File: config.mk
export PLATFORM = sky130hd
export DESIGN_NAME = uig_top
export DESIGN_NICKNAME = d
export VERILOG_FILES = /design/src/logic/uig_pkg.sv /design/src/logic/uig_top.sv
export SDC_FILE = /design/constraint.sdc
export NUM_CORES = 1
export LEC_CHECK = 0
export BUFFER_PORTS_ARGS = -buffer_cell sky130_fd_sc_hd__buf_4
export CORE_MARGIN = 5
export CORE_UTILIZATION = 39
export CTS_CLUSTER_SIZE = 30
export DETAILED_ROUTE_END_ITERATION = 6
export PLACE_DENSITY = 0.66
export SETUP_SLACK_MARGIN = 0.2
export SLEW_MARGIN = 30
export SYNTH_ARGS = -nofsm -noshare
export SYNTH_HDL_FRONTEND = slang
export SYNTH_SLANG_ARGS = --single-unit
File: constraint.sdc
create_clock -name pclk -period 6.3 [get_ports pclk]
set_clock_uncertainty 0.1 [all_clocks]
set_input_delay 0.945 -clock pclk [delete_from_list [all_inputs] [get_ports pclk]]
set_output_delay 0.945 -clock pclk [all_outputs]
set_load 0.02 [all_outputs]
File: src/logic/uig_pkg.sv
package uig_pkg;
    // ----------------------------------------------------------------
    // register byte offsets (apb, one aligned word each)
    // ----------------------------------------------------------------
    localparam logic [7:0] OFS_DIV_LO = 8'h00;
    localparam logic [7:0] OFS_DIV_HI = 8'h04;
    localparam logic [7:0] OFS_IER = 8'h08;
    localparam logic [7:0] OFS_ISR = 8'h0c;
    localparam logic [7:0] OFS_SCRATCH = 8'h10;
    localparam logic [7:0] OFS_FIFO_CTRL = 8'h14;
    localparam logic [7:0] OFS_MODEM_CTRL = 8'h18;
    localparam logic [7:0] OFS_CLK_CFG = 8'h1c;
    localparam logic [7:0] OFS_LINE_STAT = 8'h20;
    localparam logic [7:0] OFS_MODEM_STAT = 8'h24;

    // ----------------------------------------------------------------
    // field positions and reset values
    // ----------------------------------------------------------------
    localparam int IER_RX = 0;
    localparam int IER_TXE = 1;
    localparam int IER_LINE = 2;
    localparam int IER_MODEM = 3;
    localparam int FCR_FIFO_EN = 0;
    localparam int MCR_IRQ_OE = 3;
    localparam int CFG_HS = 2;
    localparam logic [7:0] RST_BYTE = 8'h00;

    // ----------------------------------------------------------------
    // identification codes, bits 3:0
    // ----------------------------------------------------------------
    localparam logic [3:0] ID_NONE = 4'h1;
    localparam logic [3:0] ID_LINE = 4'h6;
    localparam logic [3:0] ID_RX = 4'h4;
    localparam logic [3:0] ID_TMO = 4'hc;
    localparam logic [3:0] ID_TXE = 4'h2;
    localparam logic [3:0] ID_MODEM = 4'h0;

    // ----------------------------------------------------------------
    // clocks: 24 mhz reference synthesised from the 40 mhz bus clock
    // ----------------------------------------------------------------
    localparam int SYS_KHZ = 40000;
    localparam int REF_KHZ = 24000;
    localparam int REF_STEP = REF_KHZ / 1000;
    localparam int REF_MOD = SYS_KHZ / 1000;
    // pre-divider as a fraction: 13/step, step 1 -> 13, 8 -> 1.625
    localparam logic [4:0] PRE_MOD = 5'h0d;
    localparam logic [4:0] PRE_STEP_13 = 5'h01;
    localparam logic [4:0] PRE_STEP_1625 = 5'h08;
    localparam logic [4:0] PRE_STEP_1 = 5'h0d;
    localparam int BAUD_OVERSAMPLE = 16;
    localparam int CHAR_BITS = 10;
    localparam int CHAR_TIMES = 4;

    typedef struct packed {
        logic silent;
        logic no_stop;
        logic parity;
        logic overrun;
    } uig_line_ev_t;

    typedef struct packed {
        logic dcd;
        logic ring;
        logic dsr;
        logic cts;
    } uig_modem_ev_t;
endpackage : uig_pkg

File: src/logic/uig_top.sv
// The placing of the registers and register access over APB were chosen for this implementation.
`timescale 1ns/1ps
module uig_top #(
    parameter int CHAR_TICKS = uig_pkg::CHAR_BITS * uig_pkg::BAUD_OVERSAMPLE
) (
    // apb slave
    input wire logic pclk,
    input wire logic presetn,
    input wire logic psel,
    input wire logic penable,
    input wire logic pwrite,
    input wire logic [7:0] paddr,
    input wire logic [31:0] pwdata,
    output logic [31:0] prdata,
    output logic pready,
    output logic pslverr,
    // receiver side
    input wire uig_pkg::uig_line_ev_t line_ev,
    input wire logic rx_data_ready,
    input wire logic rx_fifo_trig,
    input wire logic rx_fifo_nonempty,
    input wire logic rx_push,
    input wire logic rx_read,
    // transmitter side
    input wire logic tx_empty,
    input wire logic tx_write,
    // modem lines
    input wire uig_pkg::uig_modem_ev_t modem_ev,
    // outputs to the port
    output logic irq_out,
    output logic baud16_tick,
    output logic fifo_enable
);
    // ----------------------------------------------------------------
    // helpers
    // ----------------------------------------------------------------
    // hardware set beats a software clear in the same cycle
    function automatic logic [3:0] sticky(input logic [3:0] cur,
                                          input logic [3:0] set,
                                          input logic clr);
        sticky = set | (cur & {4{~clr}});
    endfunction : sticky

    localparam int TMO_TICKS = uig_pkg::CHAR_TIMES * CHAR_TICKS;
    localparam int TMO_W = $clog2(TMO_TICKS + 1);
    localparam logic [TMO_W-1:0] TMO_LAST = TMO_W'(TMO_TICKS - 1);
    localparam logic [5:0] REF_STEP6 = 6'(uig_pkg::REF_STEP);
    localparam logic [5:0] REF_MOD6 = 6'(uig_pkg::REF_MOD);

    // ----------------------------------------------------------------
    // registers
    // ----------------------------------------------------------------
    logic [7:0] div_lo_r;
    logic [7:0] div_hi_r;
    logic [3:0] ier_r;
    logic [7:0] scratch_r;
    logic [7:0] fcr_r;
    logic [7:0] mcr_r;
    logic [2:0] cfg_r;
    logic [3:0] line_r;
    logic [3:0] line_nxt;
    logic [3:0] modem_r;
    logic [3:0] modem_nxt;
    logic txe_pend_r;
    logic txe_pend_nxt;
    logic tx_empty_d_r;
    logic tmo_pend_r;
    logic [TMO_W-1:0] tmo_cnt_r;
    logic pready_r;
    logic pslverr_r;
    logic [31:0] prdata_r;
    logic irq_r;
    logic [5:0] ref_acc_r;
    logic [4:0] pre_acc_r;
    logic [15:0] div_cnt_r;
    logic baud_r;

    // ----------------------------------------------------------------
    // apb decode
    // ----------------------------------------------------------------
    // one wait state: pready comes from a flop so the answer is stable
    wire logic setup_acc = psel & penable & ~pready_r;
    wire logic acc = psel & penable & pready_r;
    wire logic wr_acc = acc & pwrite;
    wire logic rd_acc = acc & ~pwrite;
    wire logic sel_div_lo = paddr == uig_pkg::OFS_DIV_LO;
    wire logic sel_div_hi = paddr == uig_pkg::OFS_DIV_HI;
    wire logic sel_ier = paddr == uig_pkg::OFS_IER;
    wire logic sel_isr = paddr == uig_pkg::OFS_ISR;
    wire logic sel_scr = paddr == uig_pkg::OFS_SCRATCH;
    wire logic sel_fcr = paddr == uig_pkg::OFS_FIFO_CTRL;
    wire logic sel_mcr = paddr == uig_pkg::OFS_MODEM_CTRL;
    wire logic sel_cfg = paddr == uig_pkg::OFS_CLK_CFG;
    wire logic sel_lsr = paddr == uig_pkg::OFS_LINE_STAT;
    wire logic sel_msr = paddr == uig_pkg::OFS_MODEM_STAT;
    wire logic mapped = sel_div_lo | sel_div_hi | sel_ier | sel_isr |
                        sel_scr | sel_fcr | sel_mcr | sel_cfg |
                        sel_lsr | sel_msr;
    // read-only registers refuse writes with an error
    wire logic bad = ~mapped | (pwrite & (sel_isr | sel_lsr | sel_msr));

    // ----------------------------------------------------------------
    // interrupt sources and priority
    // ----------------------------------------------------------------
    wire logic fifo_en = fcr_r[uig_pkg::FCR_FIFO_EN];
    wire logic src_line = |line_r & ier_r[uig_pkg::IER_LINE];
    wire logic src_rx = (rx_data_ready | rx_fifo_trig) &
                        ier_r[uig_pkg::IER_RX];
    wire logic src_tmo = tmo_pend_r & fifo_en &
                         ier_r[uig_pkg::IER_RX];
    wire logic src_txe = txe_pend_r & ier_r[uig_pkg::IER_TXE];
    wire logic src_modem = |modem_r & ier_r[uig_pkg::IER_MODEM];
    wire logic any_pend = src_line | src_rx | src_tmo | src_txe | src_modem;
    wire logic [3:0] id_code =
        src_line ? uig_pkg::ID_LINE :
        src_rx ? uig_pkg::ID_RX :
        src_tmo ? uig_pkg::ID_TMO :
        src_txe ? uig_pkg::ID_TXE :
        src_modem ? uig_pkg::ID_MODEM :
        uig_pkg::ID_NONE;
    wire logic [7:0] isr_val = {{2{fifo_en}}, 2'b00, id_code};

    wire logic [7:0] rd_byte =
        sel_div_lo ? div_lo_r :
        sel_div_hi ? div_hi_r :
        sel_ier ? {4'h0, ier_r} :
        sel_isr ? isr_val :
        sel_scr ? scratch_r :
        sel_fcr ? fcr_r :
        sel_mcr ? mcr_r :
        sel_cfg ? {5'h00, cfg_r} :
        sel_lsr ? {3'h0, line_r, 1'b0} :
        sel_msr ? {4'h0, modem_r} :
        8'h00;

    // ----------------------------------------------------------------
    // sticky flag next values
    // ----------------------------------------------------------------
    wire logic txe_rise = tx_empty & ~tx_empty_d_r;
    wire logic isr_clr_txe = rd_acc & sel_isr & (id_code == uig_pkg::ID_TXE);
    assign line_nxt = sticky(line_r, line_ev, rd_acc & sel_lsr);
    assign modem_nxt = sticky(modem_r, modem_ev, rd_acc & sel_msr);
    assign txe_pend_nxt = txe_rise |
        (txe_pend_r & ~tx_write & ~isr_clr_txe);

    always_ff @(posedge pclk or negedge presetn) begin
        if (!presetn) begin
            line_r <= 4'h0;
            modem_r <= 4'h0;
            txe_pend_r <= 1'b0;
            tx_empty_d_r <= 1'b0;
        end else begin
            line_r <= line_nxt;
            modem_r <= modem_nxt;
            txe_pend_r <= txe_pend_nxt;
            tx_empty_d_r <= tx_empty;
        end
    end

    // ----------------------------------------------------------------
    // software registers
    // ----------------------------------------------------------------
    always_ff @(posedge pclk or negedge presetn) begin
        if (!presetn) begin
            div_lo_r <= uig_pkg::RST_BYTE;
            div_hi_r <= uig_pkg::RST_BYTE;
            ier_r <= 4'h0;
            scratch_r <= uig_pkg::RST_BYTE;
            fcr_r <= uig_pkg::RST_BYTE;
            mcr_r <= uig_pkg::RST_BYTE;
            cfg_r <= 3'h0;
        end else if (wr_acc) begin
            if (sel_div_lo) div_lo_r <= pwdata[7:0];
            if (sel_div_hi) div_hi_r <= pwdata[7:0];
            if (sel_ier) ier_r <= pwdata[3:0];
            if (sel_scr) scratch_r <= pwdata[7:0];
            if (sel_fcr) fcr_r <= pwdata[7:0];
            if (sel_mcr) mcr_r <= pwdata[7:0];
            if (sel_cfg) cfg_r <= pwdata[2:0];
        end
    end

    // ----------------------------------------------------------------
    // apb answer
    // ----------------------------------------------------------------
    always_ff @(posedge pclk or negedge presetn) begin
        if (!presetn) begin
            pready_r <= 1'b0;
            pslverr_r <= 1'b0;
            prdata_r <= 32'h0000_0000;
        end else begin
            pready_r <= setup_acc;
            pslverr_r <= setup_acc & bad;
            prdata_r <= (setup_acc & ~pwrite & ~bad) ? {24'h000000, rd_byte}
                                                     : 32'h0000_0000;
        end
    end

    // ----------------------------------------------------------------
    // interrupt output
    // ----------------------------------------------------------------
    always_ff @(posedge pclk or negedge presetn) begin
        if (!presetn) begin
            irq_r <= 1'b0;
        end else begin
            irq_r <= any_pend & mcr_r[uig_pkg::MCR_IRQ_OE];
        end
    end

    // ----------------------------------------------------------------
    // receive timeout, counted in 16x ticks
    // ----------------------------------------------------------------
    // any fifo access restarts the four character window
    wire logic rx_touch = rx_push | rx_read | ~rx_fifo_nonempty;
    wire logic tmo_hit = baud_r & (tmo_cnt_r == TMO_LAST);

    always_ff @(posedge pclk or negedge presetn) begin
        if (!presetn) begin
            tmo_cnt_r <= '0;
            tmo_pend_r <= 1'b0;
        end else begin
            if (rx_touch) begin
                tmo_cnt_r <= '0;
            end else if (baud_r & ~tmo_hit) begin
                tmo_cnt_r <= tmo_cnt_r + 1'b1;
            end
            if (rx_read | ~rx_fifo_nonempty) begin
                tmo_pend_r <= 1'b0;
            end else if (tmo_hit & ~rx_touch) begin
                tmo_pend_r <= 1'b1;
            end
        end
    end

    // ----------------------------------------------------------------
    // baud generator
    // ----------------------------------------------------------------
    // the 24 mhz reference is an enable at 24/40 of the bus clock, so
    // ticks jitter by one bus cycle; average rates are exact
    wire logic [6:0] ref_sum = {1'b0, ref_acc_r} + {1'b0, REF_STEP6};
    wire logic ref_tick = ref_sum >= {1'b0, REF_MOD6};
    wire logic high_speed = cfg_r[uig_pkg::CFG_HS];
    wire logic [4:0] pre_step =
        (high_speed | cfg_r[1]) ? uig_pkg::PRE_STEP_1 :
        cfg_r[0] ? uig_pkg::PRE_STEP_1625 :
        uig_pkg::PRE_STEP_13;
    wire logic [5:0] pre_sum = {1'b0, pre_acc_r} + {1'b0, pre_step};
    wire logic pre_tick = ref_tick & (pre_sum >= {1'b0, uig_pkg::PRE_MOD});
    wire logic [15:0] divisor = {div_hi_r, div_lo_r};
    // divisor zero parks the generator
    wire logic div_wrap = div_cnt_r >= divisor - 16'h0001;

    always_ff @(posedge pclk or negedge presetn) begin
        if (!presetn) begin
            ref_acc_r <= 6'h00;
            pre_acc_r <= 5'h00;
            div_cnt_r <= 16'h0000;
            baud_r <= 1'b0;
        end else begin
            ref_acc_r <= ref_tick ? 6'(ref_sum - {1'b0, REF_MOD6})
                                  : ref_sum[5:0];
            if (ref_tick) begin
                pre_acc_r <= pre_tick
                    ? 5'(pre_sum - {1'b0, uig_pkg::PRE_MOD})
                    : pre_sum[4:0];
            end
            baud_r <= 1'b0;
            if (divisor == 16'h0000) begin
                div_cnt_r <= 16'h0000;
            end else if (pre_tick) begin
                if (div_wrap) begin
                    div_cnt_r <= 16'h0000;
                    baud_r <= 1'b1;
                end else begin
                    div_cnt_r <= div_cnt_r + 16'h0001;
                end
            end
        end
    end

    assign prdata = prdata_r;
    assign pready = pready_r;
    assign pslverr = pslverr_r;
    assign irq_out = irq_r;
    assign baud16_tick = baud_r;

    always_ff @(posedge pclk or negedge presetn) begin
        if (!presetn) begin
            fifo_enable <= 1'b0;
        end else begin
            fifo_enable <= fcr_r[uig_pkg::FCR_FIFO_EN];
        end
    end

    // ----------------------------------------------------------------
    // assertions
    // ----------------------------------------------------------------
    a_line_first: assert property (@(posedge pclk) disable iff (!presetn)
        src_line |-> id_code == uig_pkg::ID_LINE)
        else $error("line error not reported first");

    a_line_clear: assert property (@(posedge pclk) disable iff (!presetn)
        (rd_acc && sel_lsr && line_ev == 4'h0) |=> line_r == 4'h0)
        else $error("line flags not cleared by status read");

    a_rx_second: assert property (@(posedge pclk) disable iff (!presetn)
        (src_rx && !src_line) |-> isr_val[3:0] == uig_pkg::ID_RX)
        else $error("rx ready code wrong");

    a_tmo_window: assert property (@(posedge pclk) disable iff (!presetn)
        $rose(tmo_pend_r) |-> $past(tmo_cnt_r) == TMO_LAST)
        else $error("timeout raised outside four characters");

    a_txe_clear: assert property (@(posedge pclk) disable iff (!presetn)
        (tx_write && !txe_rise) |=> !txe_pend_r)
        else $error("tx empty not cleared by write");

    a_tmo_fifo_only: assert property (@(posedge pclk) disable iff (!presetn)
        !fifo_en |-> !isr_val[3])
        else $error("timeout bit without fifo mode");

    a_ier_upper_zero: assert property (@(posedge pclk) disable iff (!presetn)
        (pready_r && !pwrite && sel_ier) |-> prdata_r[7:4] == 4'h0)
        else $error("enable upper bits not zero");

    a_modem_gate: assert property (@(posedge pclk) disable iff (!presetn)
        !ier_r[uig_pkg::IER_MODEM] |-> isr_val[3:0] != uig_pkg::ID_MODEM)
        else $error("modem source shown while disabled");

    a_mask_all_off: assert property (@(posedge pclk) disable iff (!presetn)
        (ier_r == 4'h0) |=> !irq_r)
        else $error("interrupt with all enables clear");

    a_none_bit0: assert property (@(posedge pclk) disable iff (!presetn)
        isr_val[0] == !any_pend)
        else $error("isr bit 0 disagrees with pending state");

    a_irq_oe_gate: assert property (@(posedge pclk) disable iff (!presetn)
        !mcr_r[uig_pkg::MCR_IRQ_OE] |=> !irq_r)
        else $error("interrupt out while output disabled");

    a_scratch_keep: assert property (@(posedge pclk) disable iff (!presetn)
        (wr_acc && sel_scr) |=> scratch_r == $past(pwdata[7:0]))
        else $error("scratch byte not kept");

    a_baud_div_one: assert property (@(posedge pclk) disable iff (!presetn)
        (divisor == 16'h0001 && pre_tick) |=> baud_r)
        else $error("divisor one does not tick every reference");

    c_line_then_rx: cover property (@(posedge pclk) disable iff (!presetn)
        src_line && src_rx ##1 rd_acc && sel_lsr ##2 id_code == uig_pkg::ID_RX);
    c_timeout: cover property (@(posedge pclk) disable iff (!presetn)
        $rose(tmo_pend_r));
    c_txe_isr_clear: cover property (@(posedge pclk) disable iff (!presetn)
        isr_clr_txe);
    c_baud_tick: cover property (@(posedge pclk) disable iff (!presetn)
        baud_r && high_speed);
endmodule : uig_top

## Word level (Yosys, flattened, before mapping)

Cells that the tools add are included.

- Add/sub/neg operators: 7
- Multiply operators: 0
- Div/mod/pow operators: 0
- Magnitude comparators: 3
- Equality and inequality tests: 11
- Shift operators: 0
- Multiplexer cells: 30
- Bitwise gates (word level): 65
- Reduce and logical (&&, ||, !) cells: 14

Operator list:

| cell | number |
|---|---|
| $mux W8 | 8 |
| $mux W16 | 3 |
| $eq A8 B5 Y1 const B | 4 |
| $and A1 B1 Y1 | 27 |
| $mux W4 | 6 |
| $or A1 B1 Y1 | 22 |
| $mux W10 | 2 |
| $add A16 B1 Y16 const B | 1 |
| $eq A8 B4 Y1 const B | 2 |
| $eq A8 B6 Y1 const B | 2 |
| $ge A16 B16 Y1 | 1 |
| $logic_not A16 Y1 | 1 |
| $sub A16 B1 Y16 const B | 1 |
| $mux W5 | 3 |
| $reduce_and A2 Y1 | 7 |
| $not A1 Y1 | 12 |
| $add A10 B1 Y10 const B | 1 |
| $eq A10 B10 Y1 const B | 1 |
| $and A4 B4 Y4 | 2 |
| $eq A8 B3 Y1 const B | 1 |
| $logic_not A8 Y1 | 1 |
| $or A4 B4 Y4 | 2 |
| $reduce_or A4 Y1 | 2 |
| $add A6 B5 Y7 const B | 1 |
| 10 further kinds | 17 |

- Flip-flop bits (word level): 108
- Latch bits: 0
- Bits in writable memories: 0
- Bits in read-only memories: 0
- Output and inout port bits: 37
- Logic and storage cells: 152
- Memories kept: 0

## Depth between registers and ports, before layout

Gate-level depths: netlist (run 1).

- Word-level depth: 15
- Gate-level depth with buffers: 14
- Mapped depth without buffers: 13

## Least setup slack after synthesis (run 1)

OpenSTA, ideal clock, no wires.

- Path kind: reg-to-reg
- Start point: register div_lo_r[7]
- End point: register div_cnt_r[3]
- Setup time: 0.090 ns
- Data arrival time: 3.196 ns
- Required time: 6.110 ns
- Slack: 2.914 ns
- Cell stages (with the launch flop): 13
- Clock period less this slack: 3.386 ns
- Cells stage by stage: dfrtp_1 or4_4 or3_1 nor4_1 xnor2_1 ha_1 a21oi_1 o21ai_0 and3b_1 o2bb2ai_1 clkbuf_1 nand2_2 o221ai_1

- Word-level cells in the longest chain between the ends: 5
- Elaborated cells between the ends (all ways): 7
- Classes of those cells: add/sub (1); order compare (1); mux (3); reduce/logical (2)

RTL lines:

| what | line | RTL |
|---|---|---|
| from (decl) | uig_top.sv:53 | `logic [7:0] div_lo_r;` |
| from (signal assigned) | uig_top.sv:165 | `div_lo_r <= uig_pkg::RST_BYTE;` |
| from (signal assigned) | uig_top.sv:173 | `if (sel_div_lo) div_lo_r <= pwdata[7:0];` |
| $sub A16 B1 Y16 | uig_top.sv:251 | `wire logic div_wrap = div_cnt_r >= divisor - 16'h0001;` |
| $ge A16 B16 Y1 | uig_top.sv:251 |  |
| $mux W16 | uig_top.sv:271 | `if (div_wrap) begin` |
| $mux W16 | uig_top.sv:270 | `end else if (pre_tick) begin` |
| $mux W16 | uig_top.sv:268 | `if (divisor == 16'h0000) begin` |
| to (signal assigned) | uig_top.sv:275 | `div_cnt_r <= div_cnt_r + 16'h0001;` |
| to (decl) | uig_top.sv:75 | `logic [15:0] div_cnt_r;` |

Several ways; a longest one is shown, not always the timed one. The select of a mux whose other input is x is not followed.
A chain may end at the register's enable or synchronous reset.

## Worst setup path in the final report (run 1)

- Start point: register div_lo_r[7]
- End point: register div_cnt_r[8]

The elaborated chain is that of the path after synthesis.

==> results.md, run 1 <==
- CP arrival: 3.88 ns
- Area grow syn2layout: 12.4%
- Critical Path Sink: div_cnt_r[8]
- GRT Overall Usage: 0.169
- Antenna violations before repair: 0
- Maximum root-to-sink buffer count: 2
- Tightest Hold Check Type: flop to flop
- Setup slack, reg-to-reg: 2.58 ns
- Seq/Total Area, Yosys: 0.421
- N_diodes: 0
- EDFF count, synth: 0
- GRT overflow: 0
- Synth Area per Inst: between 9 and 10 um^2
- Routed metal-1 wirelength: 6.58 mm
- Slew Limit Headroom: 0.465
- CP max stage cell: or4_4
- RR Endpoint: div_cnt_r[8]
- Reg2reg start: div_lo_r[7]
- Critical path launch point type: flop
- Met3 Routed Length: 860 um
- Post-synth ARST share: 1.00
- Cell leakage power: 3.11 nW
- DRT Wirelength: roughly 15 mm
- Post-DP HPWL: 11.3 mm
- Worst setup EP type: flop
- # rows: 46
- Top sig layer: met4
- Routed wire per std cell: 17.0 um
- Slowest Stage Delay on Critical Path: 0.57 ns
- Slew at the pin with the worst max-slew slack: between 0.7 and 0.8 ns
- Met2 WL post-DR: roughly 7.5 mm
- First-pass GRT wire length: 25.2 mm
- Crit share post-route: 0.591
- Critical path origin: div_lo_r[7]
- Post-route setup TNS: 0 ns
- First-iteration detailed-routing DRC count: 524
- Internal power: 0.00118 W
- Share of the synthesized area in the top cell type: 0.421
- Routed vias/inst: 5.62
- Share of cells above drive strength 1: 0.199
- Fin crit period: 3.72 ns
- FF+latch area: ~2600 um^2
- Gate power share: 0.250
- Final Setup Violations: 0
- CP Data Required Time: 6.46 ns
- Starting Density: 0.396
- RSZ-0062 raised after global routing: no
- First-pass DRT Iterations: 6
- Switching power: between 0.0005 and 0.0006 W
- Nets: roughly 760
- Switch share: 0.308
- Hold Fails Final Rpt: 0
- Via count: 5015
- Hold WS: between 0.3 and 0.4 ns
- Resized cells post-CTS: 0
- Number of routed nets with antenna violations: 0
- Buffers & Inverters on Critical Path: 1
- Reg2reg path depth: 12
- Cell family with most CP delay: simple AND/OR/NAND/NOR gates
- Largest fanout on the critical path: 21
- Cell Area, Synth: 6240 um^2
- Maxcap violations: 0
- Worst-path clk slew: 0.07 ns
- CTS tree: done
- Post-synthesis instance total: approximately 630
- Synthesis-stage register bit count: 105
- Setup bufs post-CTS: 0
- Status: finished clean
- WP depth: 12
- Most frequent cells in the layout: dfrtp_1 (105), mux2_2 (51), buf_4 (51), nand2_1 (47), nor2_1 (43)
- PortBufs: 48
- Max Clock Freq: 269 MHz
- Fill cell total of the finished layout: 1500
- Largest net degree at the start of global routing: 61
- Peak supply drop: 0.166 mV
- # IOs: 97
- Prevailing post-synth register cell: dfrtp_1
- Pwr/cell area: between 200 and 250 nW/um^2
- Core box area: 15800 um^2
- Die area: 18600 um^2
- Die H: 137 um
- Total CTS buffers: 9
- Final Wtd Congestion: around 0.92
- Hold buffer count at cts: 0
- Multi-input gate area: around 3300 um^2
- Count of different cell masters after synthesis: 71
- Commonest non-fill, non-tap cell in the layout: dfrtp_1
- Slew Viols, Final: 0
- Dominant cells by area after synthesis: dfrtp_1 (42%), mux2_2 (9.2%), ha_1 (5.4%)
- Critical path type: flop to flop
- Cells along the critical path: or4_4 > or3_1 > nor4_1 > xnor2_1 > ha_1 > a21oi_1 > o21ai_0 > and3b_1 > o2bb2ai_1 > buf_4 > nand3_2 > o311ai_1
- Vias in the first global route: 4935
- # DRC: 0
- CTS HTree Levels: 3
- Sequential share of power: 0.418
- Clk_lat worst skew: 0.36 ns
- CTS Root Cell: clkbuf_16
- Synth warn: 0
- Die W: 137 um
- Clk pwr share: 0.332
- Clk sinks: roughly 110
- Largest area contributor in the netlist: dfrtp_1
[final cells by class]
class | instances | area share
sequential | 105 | 0.375
tap | 216 | 0.0385
multi-input combinational | 475 | 0.474
clock inverter | 4 | 0.00749
inverter | 32 | 0.0171
timing repair buffer | 51 | 0.0546
clock buffer | 10 | 0.0341
[metrics by stage]
stage / instances / area, um^2 / utilization / setup WS (ns) / total power, W
after floorplan: 654 / 6330 / - / 2.91 / 0.00105
after global placement: 879 / 6720 / 0.426 / 2.71 / 0.00114
after detailed placement: 879 / 6720 / 0.426 / 2.58 / 0.00115
after CTS: 893 / 7010 / 0.444 / 2.59 / 0.00172
after global routing: 893 / 7020 / 0.445 / 2.18 / 0.00180
final: 893 / 7020 / 0.445 / 2.58 / 0.00171
[cell families (layout without fill, tap and decap cells)]
family / after synthesis / in the layout / share of synthesized area
flip-flops: 105 / 105 / 0.421
other: 1 / 24 / 0.000601
AO/OA/AOI/OAI: 123 / 123 / 0.138
buffers and inverters: 74 / 97 / 0.0615
adder cells (fa/ha/maj): 27 / 27 / 0.0541
AND/OR/NAND/NOR: 213 / 213 / 0.180
multiplexers: 60 / 60 / 0.106
XOR/XNOR: 28 / 28 / 0.0393
[layer usage]
layer / up-vias / global-route usage
met1: 2467 / 0.226
met3: 21 / 0.0368
met4: 0 / 0.0498
li1: 2356 / -
met2: 171 / 0.276
met5: - / 0
[state kept, by name, indices dropped and copies added (netlist names), 8 cells and up]
name / count
prdata: 8
scratch_r: 8
tmo_cnt_r: 10
div_lo_r: 8
div_hi_r: 8
div_cnt_r: 16
fcr_r: 8
mcr_r: 8
[power groups by stage]
| stage | Clock (W) | Sequential, W | Combinational, W |
|---|---|---|---|
| after detailed placement | 0 | 0.000729 | 0.000422 |
| after global routing | 0.000604 | 0.000719 | 0.000480 |
| final | 0.000567 | 0.000716 | 0.000427 |
| after global placement | 0 | 0.000728 | 0.000409 |
| after floorplan | 0 | 0.000725 | 0.000327 |
| after CTS | 0.000580 | 0.000716 | 0.000425 |
[worst min path at each step]
stage | from | end | slack, ns | cells after the start
6_report | tx_empty_d_r | txe_pend_r | 0.34 | 1
3_3_place_gp | tx_empty_d_r | txe_pend_r | 0.32 | 1
5_1_grt | tx_empty_d_r | txe_pend_r | 0.35 | 1
2_1_floorplan | tx_empty_d_r | txe_pend_r | 0.30 | 1
4_1_cts | tx_empty_d_r | txe_pend_r | 0.34 | 1
3_5_place_dp | tx_empty_d_r | txe_pend_r | 0.33 | 1
[synthesized netlist by cell type (all sizes together) (14+ instances only)]
cell and count:
a21oi 21, inv 32, buf 28, mux2 51
clkbuf 14, nand4 22, nor2 44, dfrtp 105
nor3 14, ha 27, nand3 23, o21ai 29
nand2 49, xnor2 17
No activity file was read; power rests on OpenSTA's default activity.
==> inputs of run 2 (changes only) <==
==> constraint.sdc (replaced) <==
create_clock -name pclk -period 3.6 [get_ports pclk]
set_clock_uncertainty 0.1 [all_clocks]
set_input_delay 0.54 -clock pclk [delete_from_list [all_inputs] [get_ports pclk]]
set_output_delay 0.54 -clock pclk [all_outputs]
set_load 0.02 [all_outputs]
==> run 2 against run 1 <==
Compared with the run above:
- worst setup slack got worse by 2.3 ns
- non-clock buffer count increased by 16
- maximum frequency increased by 13%
==> results.md, run 2 (synthesis gave the netlist of run 1 again) <==
- Slew Limit Headroom: 0.422
- Dpl cell area: approximately 7000 um^2
- Cells along the critical path: or4_4 > or3_4 > nor4_4 > xnor2_1 > ha_1 > a21oi_2 > o21ai_2 > and3b_2 > o2bb2ai_4 > buf_6 > nand2_2 > o221ai_1
- Slew at the pin with the worst max-slew slack: approximately 0.86 ns
- Most frequent cells in the layout: dfrtp_1 (105), buf_4 (62), mux2_2 (51), nand2_1 (47), nor2_1 (43)
- Slew Viols, Final: 0
- CTS tree: done
- PortBufs: 48
- First-pass DRT Iterations: 5
- Die W: 137 um
- Critical path type: flop to flop
- Starting Density: 0.396
- Max Clock Freq: 302 MHz
- Post-DP HPWL: 11.6 mm
- Critical path launch point type: flop
- Pwr/cell area: about 420 nW/um^2
- First-iteration detailed-routing DRC count: 379
- Vias in the first global route: 5171
- Antenna violations before repair: 0
- # DRC: 0
- Die area: approximately 19000 um^2
- Largest net degree at the start of global routing: 70
- GRT overflow: 0
- Die H: 137 um
- Switch share: 0.314
- Crit share post-route: 0.919
- Clk sinks: 105
- Share of cells above drive strength 1: 0.240
- Worst-path clk slew: 0.07 ns
- Slowest Stage Delay on Critical Path: 0.54 ns
- Hold WS: 0.0950 ns
- Worst setup EP type: flop
- Peak supply drop: 0.252 mV
- Cell leakage power: 3.24 nW
- Finished Core Util: 0.464
- Design Area, Final: roughly 7300 um^2
- Switching power: 0.000964 W
- Buffers & Inverters on Critical Path: 1
- N_diodes: 0
- Internal power: ~0.0021 W
- Largest registers: div_cnt_r: 16 flops, tmo_cnt_r: 10 flops
- Area grow syn2layout: 17.1%
- Via count: slightly above 5000
- Fin crit period: about 3.3 ns
- Routed wire per std cell: ~17 um
- Core box area: about 16000 um^2
- Hold Fails Final Rpt: 0
- Largest fanout on the critical path: 5
- First-pass GRT wire length: 25.5 mm
- Final Setup Violations: 0
- Number of routed nets with antenna violations: 0
- Hold buffer count at cts: 0
- Maximum root-to-sink buffer count: 2
- Final Power: 0.00307 W
- DRT Wirelength: roughly 15 mm
- GRT Overall Usage: 0.170
- Status: finished clean
- CP max stage cell: or4_4
- Maxcap violations: 0
- Final Wtd Congestion: 0.866
- Post-route setup TNS: 0 ns
- RSZ-0062 raised after global routing: yes
- CTS HTree Levels: 3
- Clk_lat worst skew: 0.35 ns
- Commonest non-fill, non-tap cell in the layout: dfrtp_1
- Sequential share of power: 0.409
- Max reg flops: 16
- # IOs: 97
- CTS Root Cell: clkbuf_16
- CP Data Required Time: roughly 3.8 ns
- Routed vias/inst: 5.60
- Top reg by flops: div_cnt_r
- Gate power share: 0.257
- # rows: between 40 and 50
- Nets: around 780
- Tightest Hold Check Type: primary input to asynchronous set/reset pin
- Clk pwr share: 0.334
- Cell family with most CP delay: simple AND/OR/NAND/NOR gates
- CP arrival: 3.48 ns
- Total CTS buffers: 9
-- run 2: changes by cell type in the layout (fill, tap and decap cells not counted), moves of 3 or more --
cell / change
buf_6: +3
buf_4: +11
o311ai_1: -3
o21ai_0: -3
-- run 2: cell type report --
class / instances / area, um^2
Fill cell: 1493 / 8460
Multi-Input combinational cell: 475 / 3460
Sequential cell: 105 / 2630
Timing Repair Buffer: 67 / 524
Tap cell: 216 / 270
Clock buffer: 11 / 243
Inverter: 32 / 120
Clock inverter: 5 / 62.6
-- run 2: path summary, 6_finish.rpt --
path | from | end | slack, ns | cells after the start
max | div_lo_r[5] | div_cnt_r[3] | 0.29 | 12
min | presetn | div_cnt_r[14] | 0.09 | 1
min in group pclk | tx_empty | tx_empty_d_r | 0.20 | 1
max reg2reg | div_lo_r[5] | div_cnt_r[3] | 0.29 | 12
min reg2reg | tx_empty_d_r | txe_pend_r | 0.34 | 1
max in group asynchronous | presetn | ier_r[3] | 2.67 | 2
-- run 2: power groups by stage --
stage	logic (W)	registers [W]	clock network (W)
after global routing	0.000869	0.00126	0.00110
after floorplan	0.000573	0.00127	0
after CTS	0.000763	0.00125	0.00105
after global placement	0.000719	0.00127	0
final	0.000788	0.00125	0.00103
after detailed placement	0.000756	0.00127	0
-- run 2: what timing repair did --
action | CTS | global route
pin swaps | 1 | 12
endpoints found under the hold margin | 0 | 0
setup buffers | 2 | 4
gates resized for setup | 6 | 21
cloned | 0 | 1
endpoints found under the setup margin | 14 | 17
-- run 2: metrics by stage --
stage | setup slack (ns) | std cells
2_1_floorplan | 0.214 | 654
3_5_place_dp | 0.0631 | 888
4_1_cts | 0.191 | 906
3_3_place_gp | 0.160 | 888
5_1_grt | 0.179 | 911
6_report | 0.291 | 911
-- run 2: layer usage --
layer	up-vias	global-route usage	wire (um)	part of all wire
li1	2389	-	-	-
met5	-	0	0	0
met1	2517	0.218	6670	0.43
met3	30	0.0353	762	0.049
met2	166	0.290	7810	0.50
met4	0	0.0521	250	0.016
